==> src/rtl/link_tx_pkg.sv <==
package link_tx_pkg;
  // lane count and widths
  localparam int LANES = 2;
  localparam int LANE_W = 64;
  localparam int DATA_W = LANE_W * LANES;
  localparam int SIDE_W = 8;
  localparam int FIFO_DEPTH = 16;
  // reset sequence length in ns, and its cycle count at 25 MHz
  localparam int CLK_PERIOD_NS = 40;
  localparam int RESET_SEQ_NS = 400;
  localparam int RESET_SEQ_CYC = (RESET_SEQ_NS + CLK_PERIOD_NS - 1) / CLK_PERIOD_NS;
  localparam int CNT_W = 8;
  localparam logic [CNT_W-1:0] CNT_LAST = CNT_W'(RESET_SEQ_CYC - 1);
  localparam logic [CNT_W-1:0] CNT_ZERO = 8'h00;
  localparam logic [SIDE_W-1:0] SIDE_ZERO = 8'h00;
  // frame word: {first, last, sideband, payload}
  localparam int WORD_W = DATA_W + SIDE_W + 2;
  localparam int POS_LAST = DATA_W + SIDE_W;
  localparam int POS_FIRST = DATA_W + SIDE_W + 1;
  typedef enum logic [1:0] {ST_RESET, ST_WAIT_LOCK, ST_UP} init_state_t;
endpackage

==> src/rtl/link_tx_fifo.sv <==
`timescale 1ns/1ps
module link_tx_fifo #(
  parameter int WIDTH = 8,
  parameter int DEPTH = 16
) (
  input wire logic clk_i,
  input wire logic rst_i,
  input wire logic [WIDTH-1:0] in_data_i,
  input wire logic in_valid_i,
  output logic in_ready_o,
  output logic [WIDTH-1:0] out_data_o,
  output logic out_valid_o,
  input wire logic out_ready_i
);
  localparam int AW = $clog2(DEPTH);
  logic [WIDTH-1:0] mem_r [DEPTH];
  logic [AW-1:0] wr_r;
  logic [AW-1:0] rd_r;
  logic [AW:0] cnt_r;
  logic push;
  logic pop;

  // honest flags from the occupancy count
  assign in_ready_o = (cnt_r != (AW+1)'(DEPTH));
  assign out_valid_o = (cnt_r != '0);
  assign push = in_valid_i && in_ready_o;
  assign pop = out_valid_o && out_ready_i;
  assign out_data_o = mem_r[rd_r];

  // storage write
  always_ff @(posedge clk_i) begin
    if (push) begin
      mem_r[wr_r] <= in_data_i;
    end
  end

  // pointers and count
  always_ff @(posedge clk_i) begin
    if (rst_i) begin
      wr_r <= '0;
      rd_r <= '0;
      cnt_r <= '0;
    end else begin
      if (push) begin
        wr_r <= AW'(wr_r + 1'b1);
      end
      if (pop) begin
        rd_r <= AW'(rd_r + 1'b1);
      end
      cnt_r <= (AW+1)'(cnt_r + {{AW{1'b0}}, push} - {{AW{1'b0}}, pop});
    end
  end
endmodule

==> src/rtl/link_tx_user_port.sv <==
`timescale 1ns/1ps
// Summary of operation
// - accept full 64 bits per lane payload
// - capture sideband at burst first and last
// - link ready only after init done
// - user reset held until sequence completes in standard mode; advanced mode takes it from outside
// - accept only after link ready, latency zero
module streaming_link_tx_user_port (
  input wire logic clk_i,
  input wire logic rst_i,
  input wire logic advanced_mode_i,
  input wire logic ext_user_reset_i,
  input wire logic pll_locked_i,
  input wire logic [link_tx_pkg::LANES-1:0] serial_clk_i,
  input wire logic [link_tx_pkg::DATA_W-1:0] payload_i,
  input wire logic [link_tx_pkg::SIDE_W-1:0] sideband_i,
  input wire logic payload_valid_i,
  input wire logic burst_first_flag_i,
  input wire logic burst_last_flag_i,
  output logic accept_o,
  output logic link_ready_o,
  output logic user_reset_o,
  output logic [link_tx_pkg::DATA_W-1:0] link_data_o,
  output logic [link_tx_pkg::SIDE_W-1:0] link_start_side_o,
  output logic [link_tx_pkg::SIDE_W-1:0] link_end_side_o,
  output logic link_first_o,
  output logic link_last_o,
  output logic link_valid_o,
  input wire logic link_ready_i,
  output logic [link_tx_pkg::LANES-1:0] lane_clk_seen_o
);
  import link_tx_pkg::*;

  init_state_t state_r;
  logic [CNT_W-1:0] cnt_r;
  logic seq_done;
  logic user_rst;
  logic fifo_in_ready;
  logic [WORD_W-1:0] fifo_in;
  logic [WORD_W-1:0] fifo_out;
  logic fifo_out_valid;
  logic take;
  logic pop;
  logic [SIDE_W-1:0] start_side_r;

  // ************************************************
  // reset sequence and link bring-up
  // ************************************************

  // wait out the sequence, then for the combined lock
  always_ff @(posedge clk_i) begin
    if (rst_i) begin
      state_r <= ST_RESET;
      cnt_r <= CNT_ZERO;
    end else begin
      unique case (state_r)
        ST_RESET: begin
          if (cnt_r == CNT_LAST) begin
            state_r <= ST_WAIT_LOCK;
          end else begin
            cnt_r <= CNT_W'(cnt_r + 1'b1);
          end
        end
        ST_WAIT_LOCK: begin
          if (pll_locked_i) begin
            state_r <= ST_UP;
          end
        end
        ST_UP: begin
          if (!pll_locked_i) begin // losing lock drops the link
            state_r <= ST_WAIT_LOCK;
          end
        end
      endcase
    end
  end

  assign seq_done = (state_r != ST_RESET);
  // standard mode makes the reset; advanced mode takes it from outside
  assign user_rst = advanced_mode_i ? ext_user_reset_i : !seq_done;
  assign user_reset_o = user_rst || rst_i;

  // ready only in the up state and outside user reset
  assign link_ready_o = (state_r == ST_UP) && !user_rst;

  // ************************************************
  // user side intake
  // ************************************************

  // zero latency: accept cycle is itself a transfer cycle
  assign accept_o = link_ready_o && fifo_in_ready;
  assign take = accept_o && payload_valid_i;
  assign fifo_in = {burst_first_flag_i, burst_last_flag_i, sideband_i, payload_i};

  link_tx_fifo #(
    .WIDTH(WORD_W),
    .DEPTH(FIFO_DEPTH)
  ) u_fifo (
    .clk_i(clk_i),
    .rst_i(user_reset_o),
    .in_data_i(fifo_in),
    .in_valid_i(take),
    .in_ready_o(fifo_in_ready),
    .out_data_o(fifo_out),
    .out_valid_o(fifo_out_valid),
    .out_ready_i(link_ready_i)
  );

  // ************************************************
  // link side output
  // ************************************************

  assign pop = fifo_out_valid && link_ready_i;

  // start sideband held for the whole burst, end sideband taken at last
  always_ff @(posedge clk_i) begin
    if (user_reset_o) begin
      start_side_r <= SIDE_ZERO;
    end else if (pop && fifo_out[POS_FIRST]) begin
      start_side_r <= fifo_out[POS_LAST-1:DATA_W];
    end
  end

  // registered data path towards the serializer
  always_ff @(posedge clk_i) begin
    if (user_reset_o) begin
      link_data_o <= '0;
      link_start_side_o <= SIDE_ZERO;
      link_end_side_o <= SIDE_ZERO;
      link_first_o <= 1'b0;
      link_last_o <= 1'b0;
      link_valid_o <= 1'b0;
    end else begin
      link_valid_o <= pop;
      if (pop) begin
        link_data_o <= fifo_out[DATA_W-1:0];
        link_first_o <= fifo_out[POS_FIRST];
        link_last_o <= fifo_out[POS_LAST];
        link_start_side_o <= fifo_out[POS_FIRST] ? fifo_out[POS_LAST-1:DATA_W]
                                                 : start_side_r;
        if (fifo_out[POS_LAST]) begin
          link_end_side_o <= fifo_out[POS_LAST-1:DATA_W];
        end
      end
    end
  end

  // lane clocks only observed as levels here; serializers use them
  always_ff @(posedge clk_i) begin
    if (rst_i) begin
      lane_clk_seen_o <= '0;
    end else begin
      lane_clk_seen_o <= serial_clk_i;
    end
  end

  // ************************************************
  // checks
  // ************************************************

  // bring-up: accept only from the up state and never inside user reset; ready only after the sequence and a lock
  a_accept_needs_up: assert property (
    @(posedge clk_i) disable iff (rst_i)
    accept_o |-> (state_r == ST_UP) && !user_reset_o)
    else $error("accept without link ready");

  a_ready_after_seq: assert property (
    @(posedge clk_i) disable iff (rst_i)
    link_ready_o |-> seq_done && $past(pll_locked_i))
    else $error("link ready before init");

  // lock loss must drop the link at once, not after a sequence
  a_ready_drops_lock: assert property (
    @(posedge clk_i) disable iff (rst_i)
    (state_r == ST_UP && !pll_locked_i) |=> !link_ready_o)
    else $error("link ready kept after lock loss");

  // standard mode: user reset covers management reset and the whole sequence
  a_std_reset_held: assert property (
    @(posedge clk_i)
    (!advanced_mode_i && (rst_i || state_r == ST_RESET)) |-> user_reset_o)
    else $error("user reset low in reset");

  a_std_reset_release: assert property (
    @(posedge clk_i)
    (!advanced_mode_i && !rst_i && seq_done) |-> !user_reset_o)
    else $error("user reset not released");

  a_adv_reset_follow: assert property (
    @(posedge clk_i) disable iff (rst_i)
    (advanced_mode_i && ext_user_reset_i) |-> user_reset_o && !link_ready_o)
    else $error("external reset ignored");

  // ten cycles of sequence after release, counted from the release edge
  a_seq_length: assert property (
    @(posedge clk_i)
    $fell(rst_i) |-> !seq_done [*8] ##1 !seq_done [*2] ##1 seq_done)
    else $error("reset sequence length wrong");

  // link side: one registered word per pop, nothing without a pop
  a_output_valid_pop: assert property (
    @(posedge clk_i) disable iff (user_reset_o)
    pop |=> link_valid_o)
    else $error("popped word not presented");

  a_valid_only_pop: assert property (
    @(posedge clk_i) disable iff (user_reset_o)
    !pop |=> !link_valid_o)
    else $error("valid without a popped word");

  a_data_follows_pop: assert property (
    @(posedge clk_i) disable iff (user_reset_o)
    pop |=> link_data_o == $past(fifo_out[DATA_W-1:0]))
    else $error("payload not carried whole");

  // sideband: start value for the whole burst, end value at the last word
  a_end_side_taken: assert property (
    @(posedge clk_i) disable iff (user_reset_o)
    (pop && fifo_out[POS_LAST]) |=> link_end_side_o == $past(fifo_out[POS_LAST-1:DATA_W]))
    else $error("end sideband not captured");

  a_end_side_holds: assert property (
    @(posedge clk_i) disable iff (user_reset_o)
    (pop && !fifo_out[POS_LAST]) |=> $stable(link_end_side_o))
    else $error("end sideband changed inside burst");

  a_first_side_taken: assert property (
    @(posedge clk_i) disable iff (user_reset_o)
    (pop && fifo_out[POS_FIRST]) |=> start_side_r == $past(fifo_out[POS_LAST-1:DATA_W]))
    else $error("start sideband not held");

  a_start_side_first: assert property (
    @(posedge clk_i) disable iff (user_reset_o)
    (pop && fifo_out[POS_FIRST]) |=> link_start_side_o == $past(fifo_out[POS_LAST-1:DATA_W]))
    else $error("start sideband not sent with first");

  a_start_side_body: assert property (
    @(posedge clk_i) disable iff (user_reset_o)
    (pop && !fifo_out[POS_FIRST]) |=> link_start_side_o == $past(start_side_r))
    else $error("start sideband lost inside burst");

endmodule

==> config.mk <==
export PLATFORM = sky130hd
export DESIGN_NAME = streaming_link_tx_user_port
export DESIGN_NICKNAME = d
export VERILOG_FILES = /design/src/rtl/link_tx_pkg.sv /design/src/rtl/link_tx_fifo.sv /design/src/rtl/link_tx_user_port.sv
export SDC_FILE = /design/constraint.sdc
export NUM_CORES = 2
export LEC_CHECK = 0
export ABC_AREA = 1
export BUFFER_PORTS_ARGS = -buffer_cell sky130_fd_sc_hd__buf_2
export CORE_UTILIZATION = 55
export CTS_CLUSTER_SIZE = 24
export DETAILED_ROUTE_END_ITERATION = 6
export PLACE_DENSITY_LB_ADDON = 0.3
export SLEW_MARGIN = 20
export SYNTH_ARGS = -nofsm -noshare
export SYNTH_HDL_FRONTEND = slang
export SYNTH_HIERARCHICAL = 1
export SYNTH_SLANG_ARGS = --single-unit
==> constraint.sdc <==
create_clock -name clk_i -period 12.72 [get_ports clk_i]
set_input_delay 2.544 -clock clk_i [delete_from_list [all_inputs] [get_ports clk_i]]
set_output_delay 2.544 -clock clk_i [all_outputs]
set_load 0.01 [all_outputs]
# == Word-level counts from Yosys, hierarchy flattened ==
# Memories as Yosys holds them, arrays and structs flattened. A register that Yosys moved wholly into a read port is not among the register bits.
# Index checks and enable logic that the tools add are counted.
# totals
mem_count,1
reg_bits,180
inputBits,147
latchBits,0
ramBits,2208
mem_bits_ro,0
# memory_table
memory,words,word_bits,rd,rd_clocked_by_memory_dff,write_ports,line,rtl
u_fifo.mem_r,16,138,1,1,1,link_tx_fifo.sv:16,logic [WIDTH-1:0] mem_r [DEPTH];
# classes
n_bitwise,1
div,0
magnitude_cmp,0
n_eq_ne,7
muxes,10
n_shift,0
n_mul,0
reduce_logical,15
n_addsub,5
# ops
cell,n
adder 4 x 1 -> 4 bit (second input constant),2
adder 8 x 1 -> 8 bit (second input constant),1
== test 8 x 4 -> 1 bit (second input constant),1
2-to-1 mux 4 bit,2
2-to-1 mux 8 bit,1
logical AND 1 bit,6
2-to-1 mux 2 bit,3
!= test 2 bit (second input constant),3
one-hot mux 2 bit (3 select lines),1
adder 5 x 1 -> 5 bit,1
!= test 5 bit (second input constant),1
nonzero test 5 bit,1
subtractor 5 x 1 -> 5 bit,1
AND reduction 2 bit,2
2-to-1 mux 1 bit,3
AND reduction 3 bit,1
== test 2 x 1 -> 1 bit (second input constant),1
== test 2 bit (second input constant),1
zero test 1 bit,2
zero test 2 bit,1
nonzero test 2 bit,1
logical OR 1 bit,1
inverter 1 bit,1

# == Logic depth before layout (Yosys ltp) ==
# logic_depth
depth_word,10
mapped_depth,17
depth_no_buf,17

# == Cells and area by module ==
# The synthesis kept the hierarchy.
# by_module_without_submodules
module,seq_area_each_um2,n_inst,area_per_inst_um2,cells_each
link_tx_fifo,66643.9,1,92027.0,8212
streaming_link_tx_user_port,3343.2,1,6598.8,769

# == Least setup slack after synthesis ==
# No wires, ideal clock.
# synth_timing
path_kind,input -> register
start,input advanced_mode_i
end,"memory u_fifo/mem_r[0][0] (netlist bit), enable pin"
arrival_ps,9153
setup_slack_ps,2930
t_required_ps,12083
cell_stages,8
path_buffers,0
cell_sequence,nand2_1 -> inv_1 -> nor2_1 -> and3_1 -> nand2_1 -> inv_1 -> nand2_1 -> nor2_1
# synth_via
elab_chain_cells,8
# synth_lines
item,line,rtl
from (decl),link_tx_user_port.sv:11,"input wire logic advanced_mode_i,"
2-to-1 mux 1 bit,link_tx_user_port.sv:80,assign user_rst = advanced_mode_i ? ext_user_reset_i : !seq_done;
zero test 1 bit,link_tx_user_port.sv:84,assign link_ready_o = (state_r == ST_UP) && !user_rst;
logical AND 1 bit,link_tx_user_port.sv:84,
named net link_ready_o,link_tx_user_port.sv:21,"output logic link_ready_o,"
logical AND 1 bit,link_tx_user_port.sv:91,assign accept_o = link_ready_o && fifo_in_ready;
logical AND 1 bit,link_tx_user_port.sv:92,assign take = accept_o && payload_valid_i;
named net take,link_tx_user_port.sv:42,logic take;
logical AND 1 bit,link_tx_fifo.sv:26,assign push = in_valid_i && in_ready_o;
2-to-1 mux 1 bit,link_tx_fifo.sv:32,if (push) begin
2-to-1 mux 1 bit (implied by the code),link_tx_fifo.sv:33,mem_r[wr_r] <= in_data_i;
to (decl),link_tx_fifo.sv:16,
# The timed path passes the listed nets, and every way through them passes these cells.

# == Worst setup path after layout ==
# layout_timing
start,input advanced_mode_i
end,output accept_o
# layout_via
elab_chain_cells,4
# layout_lines
item,line,rtl
2-to-1 mux 1 bit,link_tx_user_port.sv:80,
zero test 1 bit,link_tx_user_port.sv:84,
logical AND 1 bit,link_tx_user_port.sv:84,
logical AND 1 bit,link_tx_user_port.sv:91,
to (decl),link_tx_user_port.sv:20,"output logic accept_o,"
# No other way between the ends.

==> metrics list <==
- Among the stages of the critical path, the cell type that occurs most often is sky130_fd_sc_hd__buf_2.
- Stage delay of the slowest cell on the critical path: 190 ps
- Clock Sinks: 2392
- After global routing the overflow that remains totals 0.
- Once the floorplan was initialized, standard cells occupied a little under three fifths of the core.
* Switching part of the total: 22.0%
* Finished Core Util: 61.1%
- Hold repair after CTS inserted 0 buffers.
- The final hold violation count is 0.
- Clock-pin slew was measured on the worst setup and hold paths at 60 ps.
- After layout, the worst path uses between 40 and 50% of the clock period.
* Async set or reset register ratio after synthesis: 0%
- Max_cap viols: 0
- The critical path is of the in2out type.
- The worst-case IR drop observed on VDD is 0.142 mV.
* Library cell used as clock root buffer: sky130_fd_sc_hd__clkbuf_16
- For the pin with the worst max-slew slack, the measured transition is 1310 ps.
- Number of ports placed on the die boundary: 299
- Global routing used 37.3% of the available met1 tracks.
- Wire length of the first global-routing pass: approximately 380000 um
- Yosys mapped a number of flops with a built-in enable equal to 2208.
* Violated checks: design-rule violations
- Internal power comes to 12.7 mW.
* # rows: 155
- The H-tree was split into 4 levels.
- In the final routed layout, each cell accounts on average for 21.2 um.
- Sequential cell area in the final layout: 70000 um^2
- Worst slew margin relative to its limit: approximately an eighth
* Number of buffers added for setup after CTS: 0
- Placer Congestion: 0.805
- At the worst endpoint, the required time is 10180 ps.
* Synth warnings: 6
* Library cells used by synthesis: 35
- The flow ran to the end, but the final reports show violations.
- Antenna violation net count after detailed routing: 0
* Mapped Nets: 9142
* Combinational power share: 5.2%
- The floorplan step set the die width to 425 um.
- Of the total power, registers draw a little over half.
- Cells after synthesis: about 9000
- Power spread over the standard cell area amounts to 150 nW/um^2.
- Register bit count reported by yosys: 2392
* Leak pwr: 42.4 nW
- Clock share of power: approximately two fifths
- For this run, design rule violations remaining after detail routing come to 1.
- For this run, the total global-route usage over all layers was measured as 27.3%.
- Gates resized during post-CTS repair numbered 0.
* Worst EP arrival: 3150 ps
- Share of layout cells above drive strength 1: between 9 and 10%
- Filler instances: 13600
- The clock reaches the later pin of the worst-skew pair after 870 ps.
- The routed design has 247000 um of wire.
- Critical path's slowest cell: sky130_fd_sc_hd__nor3b_1
* Max Root-Sink Buffers: 3
- Crit Path Max Fanout: 3
- Count of buffering cells on the critical path with inverters included: 3
- Reg2reg setup slack: 7170 ps
- The critical path goes through buf_2 -> nand2_1 -> inv_1 -> nor3b_1 -> buf_2.
- Setup repair after global routing left no endpoint under its margin.
- In the final design database the tool counted ~9200 nets.
- Post-detailed-route via-to-cell ratio: 5.61
- Number of buffers inserted during clock tree synthesis: 229
- Vias: 65400
- Global-route track usage on met2: 44.6%
- The synthesized netlist occupies a cell area of ~99000 um^2.
- Kind of path behind the tightest hold check: reg2reg
* Met3 global-route usage: around 4.3%
- Number of global-route vias before repair: between 60000 and 70000
* Clock tree from TritonCTS: yes
* Syn_area_per_cell: about 11 um^2
* Max frequency: 176 MHz
* Number of antenna violations at the first check in global routing: 36
- Counting I/O delays and the setup requirement, the final critical path takes between 5000 and 6000 ps.
* Number of setup violations in the final report: 0
- The multi-input combinational cells in the finished layout cover a total of 22800 um^2.
- Syn-to-layout area delta: 10.4%
* Number of pins with negative max-slew slack in the final report: 0
- IO Port Bufs: 298
- The first detailed-routing pass took 7 iterations.
* Vertical die dimension: about 430 um
- Net Sw Power: 3.59 mW
* Top Family by Delay on Critical Path: buffers and inverters
* Sort of element at the end of the critical path: primary output
- Total Negative Setup Slacks: 0 ps
* Layer with the highest usage: met2
* Worst clock skew on the final layout: approximately 25 ps
- The die covers 181000 um^2.
* DR iter-0 viols: 7276
- Entering global routing, the biggest net connects 217 pins.
- The worst setup path is launched from an input pin.
- The wire-length estimate of the detail-placed layout is 124000 um.
- Core region area: 178000 um^2
* Part of the Yosys area used for sequential elements: 71.0%
* Top_reg_cell synth: sky130_fd_sc_hd__edfxtp_1
==> per-stage QoR <==
step | hold WS (ps) | cell area [um^2] | total power, mW | instances | worst slack (ps)
5_1_grt | 472 | 109000 | 16.8 | 11700 | 6890
3_3_place_gp | 449 | 101000 | 9.60 | 11200 | 6300
6_report | 460 | 109000 | 16.3 | 11700 | 7030
2_1_floorplan | 450 | 98600 | 9.32 | 8981 | 2930
3_5_place_dp | 457 | 101000 | 9.62 | 11200 | 6230
4_1_cts | 465 | 109000 | 16.4 | 11600 | 7020
==> logic make-up (layout without fill, tap and decap cells) <==
group                      after synthesis  in the layout  synth area share, %
AOI/OAI and AO/OA                      173            173                 1.38
other                                    0              9                    0
adders and majority gates               14             14                0.185
xor gates and xnor gates                 6              6               0.0533
and+or+nand+nor                       5058           5058                 21.4
DFF                                   2392           2392                 71.0
buffers and inverters                 1338           1647                 6.02
==> final timing paths <==
check                                   endpoint  cells past startpoint              from
worst max-delay path                    accept_o                      5   advanced_mode_i
worst min register to register  link_data_o[116]                      2  link_data_o[116]
worst min-delay path            link_data_o[116]                      2  link_data_o[116]
worst max register to register   link_data_o[58]                     12              flop
==> cell type report <==
type,instances,area share [%]
diodes,9,0.0207
clock inverters,120,1.16
clock buffers,314,5.83
multi-input cells,5251,21.0
well taps,2355,2.71
repair buffers,383,2.12
inverters,830,2.90
flip-flops and latches,2392,64.3
==> worst reg2reg max path: stages, from the launching register on <==
cell                      delay [ps]
sky130_fd_sc_hd__dfxtp_4         800
sky130_fd_sc_hd__buf_4           760
sky130_fd_sc_hd__buf_4           900
sky130_fd_sc_hd__buf_4          1040
sky130_fd_sc_hd__buf_4          1010
sky130_fd_sc_hd__nand2_1         230
sky130_fd_sc_hd__nand3_1         160
sky130_fd_sc_hd__nand2_1          80
sky130_fd_sc_hd__nand2_1          60
sky130_fd_sc_hd__nand3_1          90
sky130_fd_sc_hd__nand2_1         100
sky130_fd_sc_hd__nand2_1          70
sky130_fd_sc_hd__a21oi_2         180
==> synth_stat cells, types with 2 or more instances <==
master                     instances  area [um^2]
sky130_fd_sc_hd__a21oi_1          33          165
sky130_fd_sc_hd__a21oi_2         124         1090
sky130_fd_sc_hd__a31oi_1           8         50.1
sky130_fd_sc_hd__and3_1            2         12.5
sky130_fd_sc_hd__buf_1            28          105
sky130_fd_sc_hd__buf_12            2         40.0
sky130_fd_sc_hd__buf_2           298         1490
sky130_fd_sc_hd__buf_4            32          240
sky130_fd_sc_hd__buf_6            28          315
sky130_fd_sc_hd__buf_8            16          240
sky130_fd_sc_hd__clkbuf_1        103          387
sky130_fd_sc_hd__clkinv_1          2         7.51
sky130_fd_sc_hd__dfxtp_1         184         3680
sky130_fd_sc_hd__edfxtp_1       2208        66300
sky130_fd_sc_hd__ha_1             13          163
sky130_fd_sc_hd__inv_1           821         3080
sky130_fd_sc_hd__inv_2             6         22.5
sky130_fd_sc_hd__nand2_1        3357        12600
sky130_fd_sc_hd__nand2_2           2         12.5
sky130_fd_sc_hd__nand3_1        1606         8040
sky130_fd_sc_hd__nand4_1           3         18.8
sky130_fd_sc_hd__nor2_1           53          199
sky130_fd_sc_hd__nor2_2            3         18.8
sky130_fd_sc_hd__o21ai_0           6         30.0
sky130_fd_sc_hd__or2_2            29          181
sky130_fd_sc_hd__xnor2_1           2         17.5
sky130_fd_sc_hd__xor2_1            4         35.0
==> per-layer routing <==
metal | vias up | share of wire [%]
met5 | - | 0.075
met4 | 28 | 3.1
met3 | 505 | 8.3
met2 | 2932 | 48
met1 | 31700 | 40
li1 | 30200 | -
==> power groups by stage <==
stage	combinational (mW)	sequential [mW]	clock, mW
6_report	0.846	8.61	6.84
2_1_floorplan	0.540	8.78	0
3_3_place_gp	0.820	8.78	0
4_1_cts	0.845	8.61	6.91
3_5_place_dp	0.840	8.78	0
5_1_grt	0.936	8.61	7.22
==> cells in the final DEF, fill, tap and decap left out, types with 2 or more instances in the layout <==
| cell | netlist | final |
|---|---|---|
| sky130_fd_sc_hd__buf_12 | 2 | 14 |
| sky130_fd_sc_hd__nor2_4 | 1 | 17 |
| sky130_fd_sc_hd__inv_8 | 0 | 5 |
| sky130_fd_sc_hd__clkinv_2 | 0 | 47 |
| sky130_fd_sc_hd__nor2_1 | 53 | 37 |
| sky130_fd_sc_hd__a31oi_1 | 8 | 8 |
| sky130_fd_sc_hd__or2_2 | 29 | 29 |
| sky130_fd_sc_hd__clkinv_16 | 0 | 3 |
| sky130_fd_sc_hd__clkinv_8 | 0 | 2 |
| sky130_fd_sc_hd__inv_1 | 821 | 820 |
| sky130_fd_sc_hd__bufinv_16 | 0 | 20 |
| sky130_fd_sc_hd__nand3_1 | 1606 | 1606 |
| sky130_fd_sc_hd__dfxtp_1 | 184 | 180 |
| sky130_fd_sc_hd__edfxtp_1 | 2208 | 2208 |
| sky130_fd_sc_hd__inv_6 | 0 | 4 |
| sky130_fd_sc_hd__ha_1 | 13 | 13 |
| sky130_fd_sc_hd__and3_1 | 2 | 2 |
| sky130_fd_sc_hd__nand4_1 | 3 | 3 |
| sky130_fd_sc_hd__xor2_1 | 4 | 4 |
| sky130_fd_sc_hd__dfxtp_4 | 0 | 4 |
| sky130_fd_sc_hd__clkinvlp_4 | 0 | 8 |
| sky130_fd_sc_hd__nor2_2 | 3 | 3 |
| sky130_fd_sc_hd__buf_2 | 298 | 298 |
| sky130_fd_sc_hd__a21oi_2 | 124 | 124 |
| sky130_fd_sc_hd__inv_16 | 0 | 5 |
| sky130_fd_sc_hd__clkbuf_8 | 0 | 15 |
| sky130_fd_sc_hd__clkbuf_16 | 0 | 236 |
| sky130_fd_sc_hd__a21oi_1 | 33 | 33 |
| sky130_fd_sc_hd__nand2_1 | 3357 | 3357 |
| sky130_fd_sc_hd__xnor2_1 | 2 | 2 |
| sky130_fd_sc_hd__clkbuf_1 | 103 | 63 |
| sky130_fd_sc_hd__o21ai_0 | 6 | 6 |
| sky130_fd_sc_hd__clkinv_1 | 2 | 32 |
| sky130_fd_sc_hd__diode_2 | 0 | 9 |
| sky130_fd_sc_hd__buf_4 | 32 | 70 |
| sky130_fd_sc_hd__inv_2 | 6 | 4 |
==> registers in the layout, summed over array words and instances (netlist names), named ones only <==
register / flops
link_data_o: 128
link_valid_o: 1
state_r: 2
link_start_side_o: 8
link_first_o: 1
link_end_side_o: 8
cnt_r: 8
u_fifo/rd_r: 4
start_side_r: 8
link_last_o: 1
u_fifo/cnt_r: 5
lane_clk_seen_o: 2
u_fifo/wr_r: 4
u_fifo/mem_r: 2208
Note: power is estimated with default switching activity, not from simulation.
